===== config.mk =====
export PLATFORM = sky130hd
export DESIGN_NAME = sv_access
export DESIGN_NICKNAME = d
export VERILOG_FILES = /design/src/core/sv_access_pkg.sv /design/src/core/sv_access.sv /design/src/core/sv_store.sv
export SDC_FILE = /design/constraint.sdc
export NUM_CORES = 2
export LEC_CHECK = 0
export ABC_CLOCK_PERIOD_IN_PS = 9250
export BUFFER_PORTS_ARGS = -buffer_cell sky130_fd_sc_hd__buf_2
export CAP_MARGIN = 20
export CORE_AREA = 3 3 361 363
export CTS_CLUSTER_DIAMETER = 40
export CTS_CLUSTER_SIZE = 40
export DETAILED_ROUTE_END_ITERATION = 16
export DIE_AREA = 0 0 364 366
export GPL_TIMING_DRIVEN = 0
export HOLD_SLACK_MARGIN = 0.15
export MAX_ROUTING_LAYER = met4
export PLACE_DENSITY = 0.7
export SKIP_LAST_GASP = 1
export SLEW_MARGIN = 20
export SYNTH_ARGS = -nofsm -noshare
export SYNTH_HDL_FRONTEND = slang
export SYNTH_HIERARCHICAL = 1
export SYNTH_SLANG_ARGS = --single-unit
export TNS_END_PERCENT = 100

===== constraint.sdc =====
create_clock -name clk_sys_i -period 9.25 [get_ports clk_sys_i]
set_clock_uncertainty 0.05 [all_clocks]
set_input_delay 0.4625 -clock clk_sys_i [delete_from_list [all_inputs] [get_ports clk_sys_i]]
set_output_delay 0.4625 -clock clk_sys_i [all_outputs]
set_load 0.005 [all_outputs]

===== src/core/sv_access_pkg.sv =====
package sv_access_pkg;

    // ==========================================================
    // sizes
    localparam int NSLOT = 4;
    localparam int NVAR = 4;
    localparam int VAR_IDX_W = 2;
    localparam int VAL_BYTES = 20;
    localparam int VAL_W = 8 * VAL_BYTES;
    localparam int NAME_W = 48;
    localparam int IRQ_W = 3;

    // ==========================================================
    // register byte offsets
    localparam logic [7:0] REG_CTRL = 8'h00;
    localparam logic [7:0] REG_SV_STAT = 8'h04;
    localparam logic [7:0] REG_IRQ_STAT = 8'h08;
    localparam logic [7:0] REG_IRQ_MASK = 8'h0c;
    localparam logic [7:0] REG_VAR_SEL = 8'h10;
    localparam logic [7:0] REG_VAR_WORD = 8'h14;
    // slot pages: addr[7:5] selects page, addr[4:3] slot, addr[2] word
    localparam logic [2:0] PAGE_SLOT = 3'h1;
    localparam logic [2:0] PAGE_LOAD = 3'h2;

    // ==========================================================
    // irq bit positions
    localparam int IRQ_DONE = 0;
    localparam int IRQ_FAIL = 1;
    localparam int IRQ_VWR = 2;

    // ==========================================================
    // command and status codes
    localparam logic [15:0] CMD_NOP = 16'h0000;
    localparam logic [15:0] CMD_READ = 16'h0001;
    localparam logic [15:0] CMD_WRITE = 16'h0002;
    localparam logic [15:0] ST_NULL = 16'h0000;
    localparam logic [15:0] ST_OK = 16'h0001;
    localparam logic [15:0] ST_BAD_NAME = 16'h0002;
    localparam logic [15:0] ST_BAD_CMD = 16'h0003;
    localparam logic [15:0] ST_PROTECTED = 16'h0004;

    // ==========================================================
    // shared variable table (names arbitrary)
    localparam logic [NVAR-1:0][NAME_W-1:0] VAR_NAME = {
        48'h7661_7230_3033, 48'h7661_7230_3032, 48'h7661_7230_3031, 48'h7661_7230_3030};
    localparam logic [NVAR-1:0] VAR_IS_STR = 4'ha;
    localparam logic [NVAR-1:0] VAR_PROT = 4'h4;
    localparam logic [NVAR-1:0][4:0] VAR_LEN = {5'h0c, 5'h04, 5'h14, 5'h04};
    localparam logic [VAL_W-1:0] VAR_RST = 160'h0;

    // ==========================================================
    // reset values
    localparam logic CTRL_EN_RST = 1'b1;
    localparam logic [IRQ_W-1:0] IRQ_MASK_RST = 3'h0;

    // ==========================================================
    // carriers
    typedef struct packed {
        logic sign;
        logic [7:0] expo;
        logic [22:0] mant;
    } float_t;

    typedef struct packed {
        logic lead_integ;
        logic [14:0] resp;
        float_t value;
        logic [14:0] stat;
        logic trail_integ;
    } slot_img_t;

    typedef struct packed {
        logic [NSLOT-1:0][15:0] slot_cmd;
        float_t [NSLOT-1:0] slot_load;
        logic [15:0] sv_cmd;
        logic [NAME_W-1:0] sv_name;
        logic [VAL_W-1:0] sv_wval;
        logic sv_wstr;
    } ctrl_out_t;

    typedef struct packed {
        slot_img_t [NSLOT-1:0] slot;
        logic [15:0] sv_status;
        logic [VAL_W-1:0] sv_rd;
    } dev_in_t;

    typedef enum logic [0:0] {
        SV_IDLE = 1'b0,
        SV_EXEC = 1'b1
    } sv_fsm_t;

    typedef struct packed {
        logic [NVAR-1:0][VAL_W-1:0] val;
    } store_state_t;

    typedef struct packed {
        sv_fsm_t fsm;
        logic en;
        logic [15:0] cmd_prev;
        logic [15:0] cmd_act;
        logic [NAME_W-1:0] name;
        logic [VAL_W-1:0] wval;
        logic wstr;
        logic [IRQ_W-1:0] irq_sts;
        logic [IRQ_W-1:0] irq_mask;
        logic [VAR_IDX_W-1:0] var_sel;
        logic [31:0] rdata;
        logic irq;
        dev_in_t img;
    } top_state_t;

endpackage


===== src/core/sv_access.sv =====
// Local design decisions: the address-and-strobe port and the placing of the registers.
`timescale 1ns/1ps

module sv_access (
    input wire logic clk_sys_i,
    input wire logic rst_n_i,
    input wire logic [7:0] addr_i,
    input wire logic [31:0] wdata_i,
    input wire logic wr_i,
    input wire logic rd_i,
    output logic [31:0] rdata_o,
    output logic irq_o,
    input wire sv_access_pkg::ctrl_out_t ctrl_i,
    output sv_access_pkg::dev_in_t img_o
);

    sv_access_pkg::top_state_t st_ff;
    sv_access_pkg::top_state_t nxt_st;

    logic hit;
    logic [sv_access_pkg::VAR_IDX_W-1:0] hit_idx;
    logic [sv_access_pkg::VAL_W-1:0] hit_val;
    logic [31:0] sw_word;
    logic fb_wr;
    logic sw_wr;
    logic [sv_access_pkg::IRQ_W-1:0] ev;
    logic [1:0] slot_k;
    logic [2:0] page;

    assign slot_k = addr_i[4:3];
    assign page = addr_i[7:5];

    // ==========================================================
    // shared variable storage
    sv_store u_store (
        .clk_sys_i(clk_sys_i),
        .rst_n_i(rst_n_i),
        .name_i(st_ff.name),
        .hit_o(hit),
        .idx_o(hit_idx),
        .value_o(hit_val),
        .fb_wr_i(fb_wr),
        .fb_idx_i(hit_idx),
        .fb_data_i(st_ff.wval),
        .sw_wr_i(sw_wr),
        .sw_idx_i(st_ff.var_sel),
        .sw_data_i(wdata_i),
        .sw_word_o(sw_word)
    );

    assign sw_wr = wr_i && (addr_i == sv_access_pkg::REG_VAR_WORD);

    // ==========================================================
    // next state
    always_comb begin
        nxt_st = st_ff;
        fb_wr = 1'b0;
        ev = '0;
        nxt_st.rdata = '0;

        // ======================================================
        // command engine
        unique case (st_ff.fsm)
            sv_access_pkg::SV_IDLE: begin
                if (st_ff.en && (ctrl_i.sv_cmd != st_ff.cmd_prev)) begin
                    nxt_st.cmd_prev = ctrl_i.sv_cmd;
                    nxt_st.cmd_act = ctrl_i.sv_cmd;
                    nxt_st.name = ctrl_i.sv_name;
                    nxt_st.wval = ctrl_i.sv_wval;
                    nxt_st.wstr = ctrl_i.sv_wstr;
                    nxt_st.fsm = sv_access_pkg::SV_EXEC;
                end
            end
            sv_access_pkg::SV_EXEC: begin
                nxt_st.fsm = sv_access_pkg::SV_IDLE;
                ev[sv_access_pkg::IRQ_DONE] = 1'b1;
                // read field cleared unless this is a read of a known name
                nxt_st.img.sv_rd = '0;
                if (st_ff.cmd_act == sv_access_pkg::CMD_NOP) begin
                    nxt_st.img.sv_status = sv_access_pkg::ST_NULL;
                end else if (st_ff.cmd_act == sv_access_pkg::CMD_READ) begin
                    if (!hit) begin
                        nxt_st.img.sv_status = sv_access_pkg::ST_BAD_NAME;
                    end else begin
                        nxt_st.img.sv_status = sv_access_pkg::ST_OK;
                        // snapshot taken once, sized by the variable
                        for (int b = 0; b < sv_access_pkg::VAL_BYTES; b++) begin
                            if (5'(b) < sv_access_pkg::VAR_LEN[hit_idx]) begin
                                nxt_st.img.sv_rd[8*b +: 8] = hit_val[8*b +: 8];
                            end
                        end
                    end
                end else if (st_ff.cmd_act == sv_access_pkg::CMD_WRITE) begin
                    if (!hit) begin
                        nxt_st.img.sv_status = sv_access_pkg::ST_BAD_NAME;
                    end else if (sv_access_pkg::VAR_PROT[hit_idx]) begin
                        nxt_st.img.sv_status = sv_access_pkg::ST_PROTECTED;
                    end else if (sv_access_pkg::VAR_IS_STR[hit_idx] != st_ff.wstr) begin
                        nxt_st.img.sv_status = sv_access_pkg::ST_BAD_CMD;
                    end else begin
                        fb_wr = 1'b1;
                        ev[sv_access_pkg::IRQ_VWR] = 1'b1;
                        nxt_st.img.sv_status = sv_access_pkg::ST_OK;
                    end
                end else begin
                    nxt_st.img.sv_status = sv_access_pkg::ST_BAD_CMD;
                end
                if (nxt_st.img.sv_status > sv_access_pkg::ST_OK) begin
                    ev[sv_access_pkg::IRQ_FAIL] = 1'b1;
                end
            end
        endcase

        // ======================================================
        // register writes
        if (wr_i) begin
            if (addr_i == sv_access_pkg::REG_CTRL) begin
                nxt_st.en = wdata_i[0];
            end
            if (addr_i == sv_access_pkg::REG_IRQ_STAT) begin
                nxt_st.irq_sts = st_ff.irq_sts & ~wdata_i[sv_access_pkg::IRQ_W-1:0];
            end
            if (addr_i == sv_access_pkg::REG_IRQ_MASK) begin
                nxt_st.irq_mask = wdata_i[sv_access_pkg::IRQ_W-1:0];
            end
            if (addr_i == sv_access_pkg::REG_VAR_SEL) begin
                nxt_st.var_sel = wdata_i[sv_access_pkg::VAR_IDX_W-1:0];
            end
            if (page == sv_access_pkg::PAGE_SLOT && addr_i[1:0] == 2'h0) begin
                if (!addr_i[2]) begin
                    nxt_st.img.slot[slot_k].value = wdata_i;
                end else begin
                    nxt_st.img.slot[slot_k].stat = wdata_i[14:0];
                end
                // both integrity bits flip together with the data
                nxt_st.img.slot[slot_k].lead_integ = ~st_ff.img.slot[slot_k].lead_integ;
                nxt_st.img.slot[slot_k].trail_integ = ~st_ff.img.slot[slot_k].lead_integ;
                nxt_st.img.slot[slot_k].resp = ctrl_i.slot_cmd[slot_k][14:0];
            end
        end

        // set wins over clear
        nxt_st.irq_sts = nxt_st.irq_sts | ev;
        nxt_st.irq = |(nxt_st.irq_sts & nxt_st.irq_mask);

        // ======================================================
        // register reads
        if (rd_i) begin
            if (addr_i == sv_access_pkg::REG_CTRL) begin
                nxt_st.rdata = {31'h0, st_ff.en};
            end else if (addr_i == sv_access_pkg::REG_SV_STAT) begin
                nxt_st.rdata = {15'h0, st_ff.fsm, st_ff.img.sv_status};
            end else if (addr_i == sv_access_pkg::REG_IRQ_STAT) begin
                nxt_st.rdata = {29'h0, st_ff.irq_sts};
            end else if (addr_i == sv_access_pkg::REG_IRQ_MASK) begin
                nxt_st.rdata = {29'h0, st_ff.irq_mask};
            end else if (addr_i == sv_access_pkg::REG_VAR_SEL) begin
                nxt_st.rdata = {30'h0, st_ff.var_sel};
            end else if (addr_i == sv_access_pkg::REG_VAR_WORD) begin
                nxt_st.rdata = sw_word;
            end else if (page == sv_access_pkg::PAGE_SLOT && addr_i[1:0] == 2'h0) begin
                if (!addr_i[2]) begin
                    nxt_st.rdata = st_ff.img.slot[slot_k].value;
                end else begin
                    nxt_st.rdata = {17'h0, st_ff.img.slot[slot_k].stat};
                end
            end else if (page == sv_access_pkg::PAGE_LOAD && addr_i[1:0] == 2'h0) begin
                if (!addr_i[2]) begin
                    nxt_st.rdata = ctrl_i.slot_load[slot_k];
                end else begin
                    nxt_st.rdata = {16'h0, ctrl_i.slot_cmd[slot_k]};
                end
            end
        end
    end

    // ==========================================================
    // state register
    always_ff @(posedge clk_sys_i) begin
        if (!rst_n_i) begin
            st_ff <= '0;
            st_ff.fsm <= sv_access_pkg::SV_IDLE;
            st_ff.en <= sv_access_pkg::CTRL_EN_RST;
            st_ff.cmd_prev <= sv_access_pkg::CMD_NOP;
            st_ff.irq_mask <= sv_access_pkg::IRQ_MASK_RST;
        end else begin
            st_ff <= nxt_st;
        end
    end

    assign rdata_o = st_ff.rdata;
    assign irq_o = st_ff.irq;
    assign img_o = st_ff.img;

endmodule


===== src/core/sv_store.sv =====
`timescale 1ns/1ps

module sv_store (
    input wire logic clk_sys_i,
    input wire logic rst_n_i,
    input wire logic [sv_access_pkg::NAME_W-1:0] name_i,
    output logic hit_o,
    output logic [sv_access_pkg::VAR_IDX_W-1:0] idx_o,
    output logic [sv_access_pkg::VAL_W-1:0] value_o,
    input wire logic fb_wr_i,
    input wire logic [sv_access_pkg::VAR_IDX_W-1:0] fb_idx_i,
    input wire logic [sv_access_pkg::VAL_W-1:0] fb_data_i,
    input wire logic sw_wr_i,
    input wire logic [sv_access_pkg::VAR_IDX_W-1:0] sw_idx_i,
    input wire logic [31:0] sw_data_i,
    output logic [31:0] sw_word_o
);

    sv_access_pkg::store_state_t st_ff;
    sv_access_pkg::store_state_t nxt_st;
    logic [sv_access_pkg::NVAR-1:0] match;

    // ==========================================================
    // name match per entry
    genvar gi;
    generate
        for (gi = 0; gi < sv_access_pkg::NVAR; gi++) begin : g_match
            assign match[gi] = (name_i == sv_access_pkg::VAR_NAME[gi]);
        end
    endgenerate

    always_comb begin
        hit_o = 1'b0;
        idx_o = '0;
        for (int i = sv_access_pkg::NVAR - 1; i >= 0; i--) begin
            if (match[i]) begin
                hit_o = 1'b1;
                idx_o = sv_access_pkg::VAR_IDX_W'(i);
            end
        end
    end

    assign value_o = st_ff.val[idx_o];
    assign sw_word_o = st_ff.val[sw_idx_i][31:0];

    // ==========================================================
    // storage update, fieldbus write wins over local write
    always_comb begin
        nxt_st = st_ff;
        if (sw_wr_i) begin
            nxt_st.val[sw_idx_i][31:0] = sw_data_i;
        end
        if (fb_wr_i) begin
            nxt_st.val[fb_idx_i] = fb_data_i;
        end
    end

    always_ff @(posedge clk_sys_i) begin
        if (!rst_n_i) begin
            for (int i = 0; i < sv_access_pkg::NVAR; i++) begin
                st_ff.val[i] <= sv_access_pkg::VAR_RST;
            end
        end else begin
            st_ff <= nxt_st;
        end
    end

endmodule


Word-level counts from Yosys, hierarchy flattened
Index checks and enable logic that the tools add are counted.
{ "totals": {"ff_bits": 1340, "inputBits": 461, "output_inout_bits": 465, "elab_cells": 221} }
{ "classes": {"magnitude_cmp": 27, "eq_ne": 15, "n_mux": 106, "bitwise_logic": 8, "reduce_logical": 18} }
{ "ops": {"columns": ["cell", "count"], "rows": [
  ["$bwmux 256", 5],
  ["$bwmux 640", 2],
  ["$mux 640", 2],
  ["$mux 160", 5],
  ["$mux 256", 3],
  ["$bmux 160 s2", 2],
  ["$demux 160 s2", 2],
  ["$demux 64 s2", 5],
  ["$mux 32", 8],
  ["$eq 48x47->1 const B", 4],
  ["$mux 8", 21],
  ["$bmux 64 s2", 1],
  ["$mux 64", 2],
  ["$mux 16", 5],
  ["$mux 17", 4],
  ["$bmux 32 s2", 1],
  ["$mux 63", 1],
  ["$mux 48", 1],
  ["$lt 4x5->1 const A", 8],
  ["$bmux 16 s2", 1],
  ["$lt 3x5->1 const A", 4],
  ["$lt 5x5->1 const A", 4],
  ["$mux 3", 6],
  ["$mux 1", 17],
  ["other kinds (30)", 60]
]} }

Longest topological paths before layout
{ "depth": {"word_depth": 21, "depth_mapped": 14, "depth_no_buf": 11} }

Hierarchy
The synthesis kept the hierarchy.
{ "modules_own_cells": {"columns": ["module", "instances", "cells_each", "area_each_um2", "seq_area_each_um2"], "rows": [
  ["sv_access", 1, 3598, 31296.3, 13673.1],
  ["sv_store", 1, 3401, 30707.0, 12812.3]
]} }

Least setup slack after synthesis
No wires, ideal clock.
{ "synth_path": {"path_type": "reg-to-reg", "from": "reg st_ff[650] (netlist name)", "to": "reg u_store/st_ff[320] (netlist name)", "setup_time_ns": 0.116, "arrival_time_ns": 3.239, "required_time_ns": 9.084, "path_slack_ns": 5.845, "path_stages_with_launch": 14, "n_path_buf": 4, "synth_period_minus_slack_ns": 3.405, "cell_sequence": "dfxtp_1 > or4b_4 > nor4_4 > and3_1 > buf_4 > nand2_1 > nor3_1 > nor3b_1 > nand2_1 > or2_2 > clkbuf_1 > clkbuf_1 > clkbuf_1 > o211a_1"} }
{ "synth_rtl": {"columns": ["item", "line_no", "source"], "rows": [
  ["end signal, assigned", "sv_store.sv:64", "st_ff <= nxt_st;"],
  ["end, declared", "sv_store.sv:19", "sv_access_pkg::store_state_t st_ff;"]
]} }

==> run metrics <==
status=finished clean; Synth cell types=66; max-slew violation count=0; CTS tree=done; Setup crit end kind=register; worst hold path class=input port to register; Relative slew margins=15.3%; Via density=5.60; fillers=11,000; post-CTS setup buffers=0; min cycle time layout=5170 ps; Root Buffer=clkbuf_16; Placeable Area=0.127 mm2; Worst Path Required=9920 ps; WP data arrival=5840 ps; predominant post-synthesis flop cell=dfxtp_1; I/O pin count=926; DRT antenna net count=0; FF/Latch Area=0.0265 mm2; maximum VDD drop=0.000198 V; share of cells above drive strength 1=23.3%; Async SR Flop Fraction=0%; fmax=193 MHz; hpwl dp=188,000 um; Synth Cell Area=0.0620 mm2; initial DRC count=6,123; worst r2r path cells=11; Synth Register Bits=1,323; Placer Congestion=1.01; Pwr Density=178 mW/mm2; Area contributors post-synth=dfxtp_1 (43%), mux2i_1 (13%), nand2_1 (13%), a21boi_0 (6.2%), buf_4 (5.9%); hold_ws=214 ps; global route overflow=0; setup TNS=0 ps; CP Launch Type=register; CTS sink cnt=1,323; clock latency on the worst-skew pair=810 ps; Hold Path Stages=4; total number of vias=57,200; Seq/Total Area, Yosys=42.7%; GRT Total Usage=37.5%; Post-Syn Area per Cell=8.86 um2; row cnt=131; warnings from Yosys=6; port bufs=912; Leakage=35.5 nW; first-pass GRT wire length=362,000 um; H-tree depth=4; Worst-Margin Slew=1270 ps; CTS buffer count=171; final worst-path cycle share=55.9%; Area Growth Syn to Fin=25.4%; Initial Utilization=48.7%; final setup fails=0; Initial DRT Pass Iterations=8; max_cap viols=0; largest net degree at the start of global routing=17; final net count=8,832; Multi-input gate area=0.0294 mm2; post-layout power=13.8 mW; drc violations=0; RSZ-0062 raised after global routing=false; Crit Path Class=register to register; Max Buffers Root-to-Sink=3; initial antenna violation count=40; maximum fanout along the worst path=14; worst setup margin=4080 ps; Die H=366 um; clk slew on worst S/H paths=60 ps; Synth area leader=dfxtp_1; vias in the first global route=55,700; DIE WIDTH=364 um; DP Worst Slack=4330 ps; die area=0.133 mm2; Post-Syn Instances=6,999; Synth top area share=42.7%; final hold violation count=0; drt total wl=252,000 um; post-DR wirelength/cell=24.7 um; EDFF count, synth=0
## timing repair
item                      CTS  global route
gates resized for setup     0             0
hold endpoints to repair  414             0
hold buffers              271             0
## worst max-delay path, cell delays in order (launching register included)
cell and delay [ps]:
dfxtp_1 330, nor4_1 630, and4_1 500, and2_1 190, and3_1 500, a21oi_1 180
nor3b_2 610, and3_1 280, clkbuf_1 920, clkbuf_1 530, nand2_1 160, a21boi_0 190
## cell usage after synthesis, types with 6 or more instances
cell and instances:
a21boi_0 513, a21oi_1 344, a22oi_1 142, a31oi_1 18
and2_1 8, and3_1 10, buf_1 26, buf_12 11
buf_2 85, buf_4 488, buf_6 14, clkbuf_1 395
dfxtp_1 1323, inv_1 6, mux2i_1 834, mux4_2 127
nand2_1 2216, nand2b_1 7, nand3_1 67, nand4_1 6
nor2_1 122, nor3b_1 7, nor4_1 8, o211a_1 128
xor2_1 17
## layout by cell type, fill, tap and decap left out, types with 128 or more instances in the layout
cell type      netlist  final
nand2_1           2216   2216
dfxtp_1           1323   1323
buf_2               85    997
mux2i_1            834    834
a21boi_0           513    513
buf_4              488    488
clkbuf_1           395    388
a21oi_1            344    344
dlygate4sd3_1        0    271
clkbuf_16            0    175
a22oi_1            142    142
o211a_1            128    128
## cells by family (layout without fill, tap and decap cells)
logic type | count (synthesis) | after routing | share of synthesized area (%)
compound gates | 1170 | 1170 | 13.3
xor+xnor | 21 | 21 | 0.297
buf+inv | 1030 | 2540 | 9.88
flops | 1323 | 1323 | 42.7
mux | 962 | 962 | 18.1
other cells | 1 | 53 | 0.00605
simple gates | 2492 | 2492 | 15.7
## registers in the layout, indices dropped and copies added, names as in the netlist
register / cells
img_o: 415
st_ff: 235
rdata_o: 32
irq_o: 1
u_store/st_ff: 640
## per-stage QoR
stage	cell area [um2]	std cells	util, %
finish	77700	10200	61.0
detailed placement	68800	9589	54.0
CTS	77600	10200	61.0
global placement	68700	9585	53.9
global route	77700	10200	61.0
floorplan	62000	7011	-
## report_power, final
group          internal, mW  total, mW  switching (mW)
clock network          4.23       7.08            2.85
logic                 0.349      0.855           0.506
registers              5.78       5.89           0.117
total                  10.4       13.8            3.47
## worst paths after layout
check	startpoint	to	slack (ps)
max	st_ff[643]$_SDFFE_PN0P_	u_store/st_ff[540]$_SDFFE_PN0P_	4080
min	ctrl_i[298]	rdata_o[9]$_SDFF_PP0_	210
max reg2reg	st_ff[643]$_SDFFE_PN0P_	u_store/st_ff[540]$_SDFFE_PN0P_	4080
min reg2reg	img_o[299]$_SDFFE_PN0P_	img_o[299]$_SDFFE_PN0P_	410
## routing by layer
| layer | share of wire, % | wire, um | vias to the layer above | GRT usage, % |
|---|---|---|---|---|
| met5 | 0 | 0 | - | - |
| li1 | - | - | 26000 | - |
| met2 | 45 | 114000 | 3073 | 57.7 |
| met3 | 9.2 | 23200 | 758 | 8.48 |
| met4 | 6.9 | 17400 | 0 | 22.9 |
| met1 | 39 | 97200 | 27400 | 44.6 |
## area by class of cell
class / count / share of cell area (%)
Clock inverter: 123 / 1.97
Clock buffer: 200 / 5.95
Multi-Input combinational cell: 4658 / 37.9
Timing Repair Buffer: 1187 / 9.43
Antenna cell: 40 / 0.129
Buffer: 1023 / 7.87
Sequential cell: 1323 / 34.1
Inverter: 7 / 0.0338
Tap cell: 1662 / 2.67
Power figures use the tool's default switching activity.
